File: config.mk
export PLATFORM = sky130hd
export DESIGN_NAME = arf_top
export DESIGN_NICKNAME = d
export VERILOG_FILES = /design/src/hw/arf_pkg.sv /design/src/hw/arf_store.sv /design/src/hw/arf_top.sv
export VERILOG_INCLUDE_DIRS = /design/src /design/src/hw
export SDC_FILE = /design/constraint.sdc
export NUM_CORES = 1
export LEC_CHECK = 0
export BUFFER_PORTS_ARGS = -buffer_cell sky130_fd_sc_hd__buf_4
export CAP_MARGIN = 10
export CORE_UTILIZATION = 57
export CTS_BUF_LIST = sky130_fd_sc_hd__clkbuf_4
export DETAILED_ROUTE_END_ITERATION = 7
export PLACE_DENSITY_LB_ADDON = 0.08
export REMOVE_ABC_BUFFERS = 1
export SLEW_MARGIN = 20
export SYNTH_ARGS = -nofsm -noshare
export SYNTH_HDL_FRONTEND = slang
export SYNTH_SLANG_ARGS = --single-unit
File: constraint.sdc
create_clock -name pclk -period 11.8 [get_ports pclk]
set_input_delay 2.36 -clock pclk [delete_from_list [all_inputs] [get_ports pclk]]
set_output_delay 2.36 -clock pclk [all_outputs]
set_load 0.03 [all_outputs]
File: src/hw/arf_defs.svh
`ifndef ARF_DEFS_SVH
`define ARF_DEFS_SVH

// ==========================================================
// buffer geometry
`define ARF_DATA_W 32
`define ARF_RESP_W 2
`define ARF_DEPTH 16
`define ARF_AW 4
`define ARF_CNT_W 5
`define ARF_THR_W 3

// ==========================================================
// register offsets (byte addresses)
`define ARF_OFS_CTRL 12'h000
`define ARF_OFS_STATUS 12'h004
`define ARF_OFS_MASK 12'h008
`define ARF_OFS_LEVELS 12'h00C
`define ARF_OFS_THRESH 12'h010

// ==========================================================
// control fields
`define ARF_CTRL_ECC_EN 0
`define ARF_CTRL_REJ_EN 1
`define ARF_CTRL_RESET 2'h0

// ==========================================================
// status and mask fields
`define ARF_EV_HIGH 0
`define ARF_EV_LOW 1
`define ARF_EV_REJECT 2
`define ARF_EV_ERRRESP 3
`define ARF_EV_W 4
`define ARF_EV_RESET 4'h0

// ==========================================================
// level and threshold register fields
`define ARF_LVL_STORED 0
`define ARF_LVL_WRITTEN 8
`define ARF_LVL_READABLE 16
`define ARF_LVL_HIGH 24
`define ARF_LVL_LOW 25
`define ARF_THR_EMPTY 8

// ==========================================================
// injection bit positions
`define ARF_SBIT_POS 0
`define ARF_DBIT_POS 1

`endif

File: src/hw/arf_pkg.sv
`default_nettype none

`include "arf_defs.svh"

package arf_pkg;

    // ==========================================================
    // one read-data beat: data word plus response
    typedef struct packed {
        logic [`ARF_DATA_W-1:0] data;
        logic [`ARF_RESP_W-1:0] resp;
    } arf_beat_t;

    // ==========================================================
    // response codes carried unchanged
    typedef enum logic [`ARF_RESP_W-1:0] {
        ARF_OKAY = 2'h0,
        ARF_EXOKAY = 2'h1,
        ARF_SLVERR = 2'h2,
        ARF_DECERR = 2'h3
    } arf_resp_t;

endpackage : arf_pkg

`default_nettype wire

File: src/hw/arf_store.sv
`default_nettype none

`include "arf_defs.svh"

module arf_store (
    // clock
    input wire logic pclk,
    // write side
    input wire logic wr_en,
    input wire logic [`ARF_AW-1:0] wr_addr,
    input wire arf_pkg::arf_beat_t wr_beat,
    input wire logic inject_single,
    input wire logic inject_double,
    // read side
    input wire logic [`ARF_AW-1:0] rd_addr,
    output arf_pkg::arf_beat_t rd_beat
);

    // ==========================================================
    // storage array
    arf_pkg::arf_beat_t mem [`ARF_DEPTH];
    arf_pkg::arf_beat_t stored_beat;

    // ==========================================================
    // error injection on the stored image
    always_comb begin
        stored_beat = wr_beat;
        if (inject_single || inject_double) begin
            stored_beat.data[`ARF_SBIT_POS] = ~wr_beat.data[`ARF_SBIT_POS];
        end
        if (inject_double) begin
            stored_beat.data[`ARF_DBIT_POS] = ~wr_beat.data[`ARF_DBIT_POS];
        end
    end

    always_ff @(posedge pclk) begin
        if (wr_en) begin
            mem[wr_addr] <= stored_beat;
        end
    end

    assign rd_beat = mem[rd_addr];

endmodule : arf_store

`default_nettype wire

File: src/hw/arf_top.sv
// The register addresses and register access over APB were decided locally.
`default_nettype none

`include "arf_defs.svh"

module arf_top (
    // clock and reset
    input wire logic pclk,
    input wire logic presetn,
    // apb slave
    input wire logic psel,
    input wire logic penable,
    input wire logic pwrite,
    input wire logic [11:0] paddr,
    input wire logic [31:0] pwdata,
    output logic [31:0] prdata,
    output logic pready,
    output logic pslverr,
    output logic irq,
    // upstream read data port
    output logic [`ARF_DATA_W-1:0] s_axi_rdata,
    output logic [`ARF_RESP_W-1:0] s_axi_rresp,
    output logic s_axi_rvalid,
    input wire logic s_axi_rready,
    // downstream read data port
    input wire logic [`ARF_DATA_W-1:0] m_axi_rdata,
    input wire logic [`ARF_RESP_W-1:0] m_axi_rresp,
    input wire logic m_axi_rvalid,
    output logic m_axi_rready,
    // sideband
    input wire logic [`ARF_THR_W-1:0] addr_buf_full_thresh,
    input wire logic [`ARF_THR_W-1:0] addr_buf_empty_thresh,
    input wire logic inject_single_err,
    input wire logic inject_double_err,
    output logic [`ARF_CNT_W-1:0] addr_buf_written_words,
    output logic [`ARF_CNT_W-1:0] addr_buf_readable_words,
    output logic [`ARF_CNT_W-1:0] addr_buf_stored_words,
    output logic addr_buf_read_rejected,
    output logic addr_buf_high_mark,
    output logic addr_buf_low_mark
);

    // ==========================================================
    // declarations
    logic [1:0] ctrl;
    logic [`ARF_EV_W-1:0] status;
    logic [`ARF_EV_W-1:0] mask;
    logic [`ARF_EV_W-1:0] events;
    logic [`ARF_THR_W-1:0] full_thr;
    logic [`ARF_THR_W-1:0] empty_thr;
    logic [`ARF_AW-1:0] wr_ptr;
    logic [`ARF_AW-1:0] rd_ptr;
    logic [`ARF_CNT_W-1:0] mem_cnt;
    logic [`ARF_CNT_W-1:0] next_mem_cnt;
    logic [`ARF_CNT_W-1:0] next_total;
    logic next_out_valid;
    logic push;
    logic pop;
    logic take;
    logic apb_setup;
    logic apb_wr;
    logic addr_ok;
    logic [31:0] next_prdata;
    logic high_prev;
    logic low_prev;
    arf_pkg::arf_beat_t in_beat;
    arf_pkg::arf_beat_t head_beat;

    // ==========================================================
    // handshakes
    assign push = m_axi_rvalid && m_axi_rready;
    assign take = s_axi_rvalid && s_axi_rready;
    assign pop = (mem_cnt != '0) && (!s_axi_rvalid || take);

    assign in_beat.data = m_axi_rdata;
    assign in_beat.resp = m_axi_rresp;

    // ==========================================================
    // occupancy bookkeeping
    always_comb begin
        next_mem_cnt = mem_cnt;
        if (push && !pop) begin
            next_mem_cnt = mem_cnt + `ARF_CNT_W'(1);
        end else if (!push && pop) begin
            next_mem_cnt = mem_cnt - `ARF_CNT_W'(1);
        end
    end

    assign next_out_valid = pop || (s_axi_rvalid && !take);
    assign next_total = next_mem_cnt + `ARF_CNT_W'(next_out_valid);

    always_ff @(posedge pclk or negedge presetn) begin
        if (!presetn) begin
            mem_cnt <= '0;
        end else begin
            mem_cnt <= next_mem_cnt;
        end
    end

    always_ff @(posedge pclk or negedge presetn) begin
        if (!presetn) begin
            wr_ptr <= '0;
        end else if (push) begin
            wr_ptr <= wr_ptr + `ARF_AW'(1);
        end
    end

    always_ff @(posedge pclk or negedge presetn) begin
        if (!presetn) begin
            rd_ptr <= '0;
        end else if (pop) begin
            rd_ptr <= rd_ptr + `ARF_AW'(1);
        end
    end

    // ==========================================================
    // storage
    arf_store u_store (
        .pclk(pclk),
        .wr_en(push),
        .wr_addr(wr_ptr),
        .wr_beat(in_beat),
        .inject_single(inject_single_err && ctrl[`ARF_CTRL_ECC_EN]),
        .inject_double(inject_double_err && ctrl[`ARF_CTRL_ECC_EN]),
        .rd_addr(rd_ptr),
        .rd_beat(head_beat)
    );

    // ==========================================================
    // upstream output stage
    always_ff @(posedge pclk or negedge presetn) begin
        if (!presetn) begin
            s_axi_rvalid <= 1'b0;
        end else begin
            s_axi_rvalid <= next_out_valid;
        end
    end

    always_ff @(posedge pclk or negedge presetn) begin
        if (!presetn) begin
            s_axi_rdata <= '0;
            s_axi_rresp <= '0;
        end else if (pop) begin
            s_axi_rdata <= head_beat.data;
            s_axi_rresp <= head_beat.resp;
        end
    end

    // ==========================================================
    // downstream acceptance
    always_ff @(posedge pclk or negedge presetn) begin
        if (!presetn) begin
            m_axi_rready <= 1'b0;
        end else begin
            m_axi_rready <= (next_mem_cnt < `ARF_CNT_W'(`ARF_DEPTH));
        end
    end

    // ==========================================================
    // occupancy counts
    always_ff @(posedge pclk or negedge presetn) begin
        if (!presetn) begin
            addr_buf_stored_words <= '0;
        end else begin
            addr_buf_stored_words <= next_total;
        end
    end

    // ==========================================================
    // writer and reader views, one edge behind the stored count
    always_ff @(posedge pclk or negedge presetn) begin
        if (!presetn) begin
            addr_buf_written_words <= '0;
            addr_buf_readable_words <= '0;
        end else begin
            addr_buf_written_words <= addr_buf_stored_words;
            addr_buf_readable_words <= addr_buf_stored_words;
        end
    end

    // ==========================================================
    // thresholds, loaded while reset is held
    always_ff @(posedge pclk) begin
        if (!presetn) begin
            full_thr <= addr_buf_full_thresh;
            empty_thr <= addr_buf_empty_thresh;
        end
    end

    // ==========================================================
    // programmable marks
    always_ff @(posedge pclk or negedge presetn) begin
        if (!presetn) begin
            addr_buf_high_mark <= 1'b0;
            addr_buf_low_mark <= 1'b1;
        end else begin
            addr_buf_high_mark <= (next_total >= `ARF_CNT_W'(full_thr));
            addr_buf_low_mark <= (next_total <= `ARF_CNT_W'(empty_thr));
        end
    end

    // ==========================================================
    // rejected read report
    always_ff @(posedge pclk or negedge presetn) begin
        if (!presetn) begin
            addr_buf_read_rejected <= 1'b0;
        end else begin
            addr_buf_read_rejected <= ctrl[`ARF_CTRL_REJ_EN] && s_axi_rready
                && !s_axi_rvalid && (mem_cnt == '0);
        end
    end

    // ==========================================================
    // interrupt events
    always_ff @(posedge pclk or negedge presetn) begin
        if (!presetn) begin
            high_prev <= 1'b0;
            low_prev <= 1'b1;
        end else begin
            high_prev <= addr_buf_high_mark;
            low_prev <= addr_buf_low_mark;
        end
    end

    always_comb begin
        events = '0;
        events[`ARF_EV_HIGH] = addr_buf_high_mark && !high_prev;
        events[`ARF_EV_LOW] = addr_buf_low_mark && !low_prev;
        events[`ARF_EV_REJECT] = addr_buf_read_rejected;
        events[`ARF_EV_ERRRESP] = push && (m_axi_rresp != arf_pkg::ARF_OKAY);
    end

    // ==========================================================
    // apb decode
    assign apb_setup = psel && !penable;
    assign apb_wr = psel && penable && pready && pwrite && !pslverr;

    always_comb begin
        addr_ok = 1'b1;
        next_prdata = '0;
        case (paddr)
            `ARF_OFS_CTRL: begin
                next_prdata[1:0] = ctrl;
            end
            `ARF_OFS_STATUS: begin
                next_prdata[`ARF_EV_W-1:0] = status;
            end
            `ARF_OFS_MASK: begin
                next_prdata[`ARF_EV_W-1:0] = mask;
            end
            `ARF_OFS_LEVELS: begin
                next_prdata[`ARF_LVL_STORED +: `ARF_CNT_W] = addr_buf_stored_words;
                next_prdata[`ARF_LVL_WRITTEN +: `ARF_CNT_W] = addr_buf_written_words;
                next_prdata[`ARF_LVL_READABLE +: `ARF_CNT_W] = addr_buf_readable_words;
                next_prdata[`ARF_LVL_HIGH] = addr_buf_high_mark;
                next_prdata[`ARF_LVL_LOW] = addr_buf_low_mark;
            end
            `ARF_OFS_THRESH: begin
                next_prdata[0 +: `ARF_THR_W] = full_thr;
                next_prdata[`ARF_THR_EMPTY +: `ARF_THR_W] = empty_thr;
            end
            default: begin
                addr_ok = 1'b0;
            end
        endcase
    end

    // ==========================================================
    // apb answer, zero wait states
    always_ff @(posedge pclk or negedge presetn) begin
        if (!presetn) begin
            pready <= 1'b0;
            pslverr <= 1'b0;
            prdata <= '0;
        end else begin
            pready <= apb_setup;
            pslverr <= apb_setup && !addr_ok;
            prdata <= (apb_setup && !pwrite) ? next_prdata : 32'h00000000;
        end
    end

    // ==========================================================
    // control and mask registers
    always_ff @(posedge pclk or negedge presetn) begin
        if (!presetn) begin
            ctrl <= `ARF_CTRL_RESET;
        end else if (apb_wr && paddr == `ARF_OFS_CTRL) begin
            ctrl <= pwdata[1:0];
        end
    end

    always_ff @(posedge pclk or negedge presetn) begin
        if (!presetn) begin
            mask <= `ARF_EV_RESET;
        end else if (apb_wr && paddr == `ARF_OFS_MASK) begin
            mask <= pwdata[`ARF_EV_W-1:0];
        end
    end

    // ==========================================================
    // sticky status, set wins over write-one-to-clear
    always_ff @(posedge pclk or negedge presetn) begin
        if (!presetn) begin
            status <= `ARF_EV_RESET;
        end else if (apb_wr && paddr == `ARF_OFS_STATUS) begin
            status <= (status & ~pwdata[`ARF_EV_W-1:0]) | events;
        end else begin
            status <= status | events;
        end
    end

    always_ff @(posedge pclk or negedge presetn) begin
        if (!presetn) begin
            irq <= 1'b0;
        end else begin
            irq <= |(status & mask);
        end
    end

endmodule : arf_top

`default_nettype wire

==> results.py <==
metrics = {
    "synth": {
        "synthAdderAreaFrac_pct": 0.8078,
        "async_reset_ff_share_pct": 14.33,
        "synth_area_leader_cell": "edfxtp_1",
        "synth.area.mux_share_pct": 17.40,
        "yosysMostFrequentCell": "edfxtp_1",
        "syn_avg_cell_area_um2": 21.93,
        "syn_inst": 1130,
        "ys_top_cells_by_count": "edfxtp_1 (550), mux4_2 (170), dfrtp_1 (90)",
        "synthDistinctLibCells": 46,
        "yosys.area_share.simple_pct": 2.136,
        "synth_edf_count": 550,
        "synth_xor_area_share_pct": 0.6311,
        "yosys-top-cells-area": "edfxtp_1 (67%), mux4_2 (15%), dfrtp_1 (9.1%), mux2_2 (1.9%), ha_1 (0.81%)",
        "synth_seq_cells": 642,
        "yosys.area.top_type_share_pct": 66.65,
        "synth_seq_area_share_pct": 75.95,
        "ys_warn_count": 0,
        "synth_top_family_by_area": "multiplexers",
        "syn_area_um2": 24780,
        "ys.flop_type": "edfxtp_1",
        "synth-compound-area-share_pct": 1.212,
    },
    "sta": {
        "skew_ps": 46.28,
        "slew_headroom_pct": 30.74,
        "finalHoldViolCount": 0,
        "max_freq_mhz": 232.3,
        "fin_crit_sh_pct": 36.48,
        "rsz0062_at_grt": "false",
        "tns_ps": 0,
        "report.final.slew_viol_count": 0,
        "fin_crit_ps": 4305,
        "tightestPinTransition_ps": 1039,
        "setup_viol": 0,
    },
    "hold_path": {
        "hp-class": "register to register",
    },
    "clock_network": {
        "htreeDepth": 4,
        "cts_tree": "done",
        "clk_latency_ps": 980,
        "clock_sinks": 642,
        "clk_pin_slew_worst_paths_ps": 60,
        "numCtsBuffers": 158,
        "root_buffer": "clkbuf_4",
        "cts_resized": 0,
        "post_cts_buffers": 0,
        "cts_buffer_depth": 3,
        "hold_buffers": 0,
    },
    "drt": {
        "via_per_inst": 5.708,
        "drt-pass1-iter-count": 5,
        "drt_iter0_drc": 874,
        "dr_total_vias": 12060,
        "drc": 0,
        "wl_per_cell_um": 24.07,
        "ant_nets": 0,
        "wl_um": 50830,
    },
    "worst_setup_path": {
        "critPathMaxFanout": 40,
        "cp_data_required_time_ps": 12690,
        "path_class": "input port to register",
        "start_kind": "input port",
        "endpoint_kind": "register",
        "crit_arrival_ps": 5190,
    },
    "placement": {
        "gp_congestion": 0.8115,
        "io_buffers": 138,
        "dpl.hpwl_um": 26910,
    },
    "die": {
        "rows": 76,
        "fp.dieW_um": 210.5,
        "start_util_pct": 57.66,
        "die_area_um2": 44310,
        "ioPinCount": 182,
        "die_h_um": 210.5,
        "core_area_um2": 42980,
    },
    "grt": {
        "use_met1_pct": 33.51,
        "grt-busiest-layer": "met2",
        "grt_pass1_vias": 12620,
        "use_met2_pct": 37.82,
        "grt_first_pass_wirelength_um": 76250,
        "antenna_found_initial": 3,
        "grt_max_degree": 67,
        "grt_overflow_total": 0,
        "grt.met3_usage_pct": 6.749,
        "grt_usage_pct": 24.31,
    },
    "flow_run": {
        "max_cap_viol_count": 0,
    },
    "final_layout": {
        "area_growth_pct": 15.74,
        "fin_nets": 1504,
        "final_layout_size_suffix_gt1_share_pct": 43.74,
    },
    "power": {
        "totalPowerFinal_w": 0.006541,
        "peakVddDrop_mv": 0.1539,
        "power_leakage_nw": 10.03,
        "p_per_area_nw_per_um2": 228.0,
    },
    "outcome": {
        "status": "finished, final reports clean",
    },
}
## area by class of cell
type / count / area, µm²
Timing Repair Buffer: 165 / 1239
Inverter: 19 / 71.32
Sequential cell: 642 / 18830
Antenna cell: 2 / 5.005
Multi-Input combinational cell: 409 / 5679
Fill cell: 2951 / 14300
Tap cell: 585 / 732.0
Clock inverter: 47 / 300.3
Clock buffer: 243 / 1824
## power by group
part / switching, W / internal [W] / leakage, nW
sequential: 0.000205 / 0.00266 / 6.06
combinational: 0.000859 / 0.000920 / 2.70
clock: 0.000869 / 0.00103 / 1.27
total: 0.00193 / 0.00461 / 10.0
## logic make-up (layout without fill, tap and decap cells)
kind of cell,after synthesis,after routing
compound gates,44,44
xor+xnor,17,17
fa+ha+maj,16,16
buf+inv,93,474
flops,642,642
mux,213,213
other cells,1,17
simple gates,104,104
## final timing paths
check,slack (ps),start,cells after the start,endpoint
setup / recovery,7490,s_axi_rready,11,addr_buf_low_mark
hold / removal,390,addr_buf_low_mark,0,low_prev
setup reg to reg,8180,mem_cnt[1],12,addr_buf_low_mark
hold reg to reg,390,addr_buf_low_mark,0,low_prev
max in group asynchronous,9010,presetn,2,rd_ptr[1]
min in group asynchronous,1420,presetn,1,s_axi_rdata[9]
## flip-flops by register name (all words and copies together) (netlist names), 2 cells and up
| signal | flops |
|---|---|
| mask | 4 |
| mem_cnt | 5 |
| status | 4 |
| wr_ptr | 4 |
| s_axi_rdata | 32 |
| addr_buf_stored_words | 5 |
| empty_thr | 3 |
| s_axi_rresp | 2 |
| addr_buf_readable_words | 5 |
| ctrl | 2 |
| prdata | 15 |
| u_store.mem | 544 |
| full_thr | 3 |
| rd_ptr | 4 |
## stage by stage
stage               std cells  instance area [µm²]  hold WS [ps]  util (%)  setup WS (ps)
detailed placement       1820                26540         388.4     61.74           6533
global placement         1820                26540         381.8     61.74           6513
finish                   2112                28680         392.5     66.73           7495
floorplan                1070                24450         399.6         -           5013
global route             2112                28680         401.6     66.73           7322
CTS                      2110                28660         397.2     66.68           7609
## placed cells by master (no fill, tap or decap), types with 7 or more instances in the layout
cell type | netlist | final
a21oi_1 | 8 | 8
and2_1 | 11 | 11
mux4_2 | 170 | 170
dfrtp_1 | 90 | 86
conb_1 | 1 | 15
inv_1 | 19 | 19
clkbuf_4 | 0 | 243
nand3_1 | 9 | 9
edfxtp_1 | 550 | 550
nor2_1 | 19 | 7
mux2_2 | 42 | 42
xnor2_1 | 14 | 12
nor2_4 | 0 | 12
nand2_1 | 27 | 27
buf_4 | 22 | 165
ha_1 | 16 | 16
clkinv_1 | 0 | 29
o21ai_0 | 18 | 18
## worst max-delay path, stage by stage
cell,delay [ps]
buf_4,80
nand2b_1,310
and2_4,730
xnor2_1,200
ha_1,250
ha_1,340
ha_1,300
nor2b_1,130
o21a_1,150
o21ai_0,150
and3_1,180
## per-layer routing
| layer | wire length, µm | share of wire [%] |
|---|---|---|
| met1 | 21330 | 42 |
| met2 | 25260 | 50 |
| met3 | 3366 | 6.6 |
| met4 | 859 | 1.7 |
| met5 | 13 | 0.026 |
No activity file was read; power rests on OpenSTA's default activity.
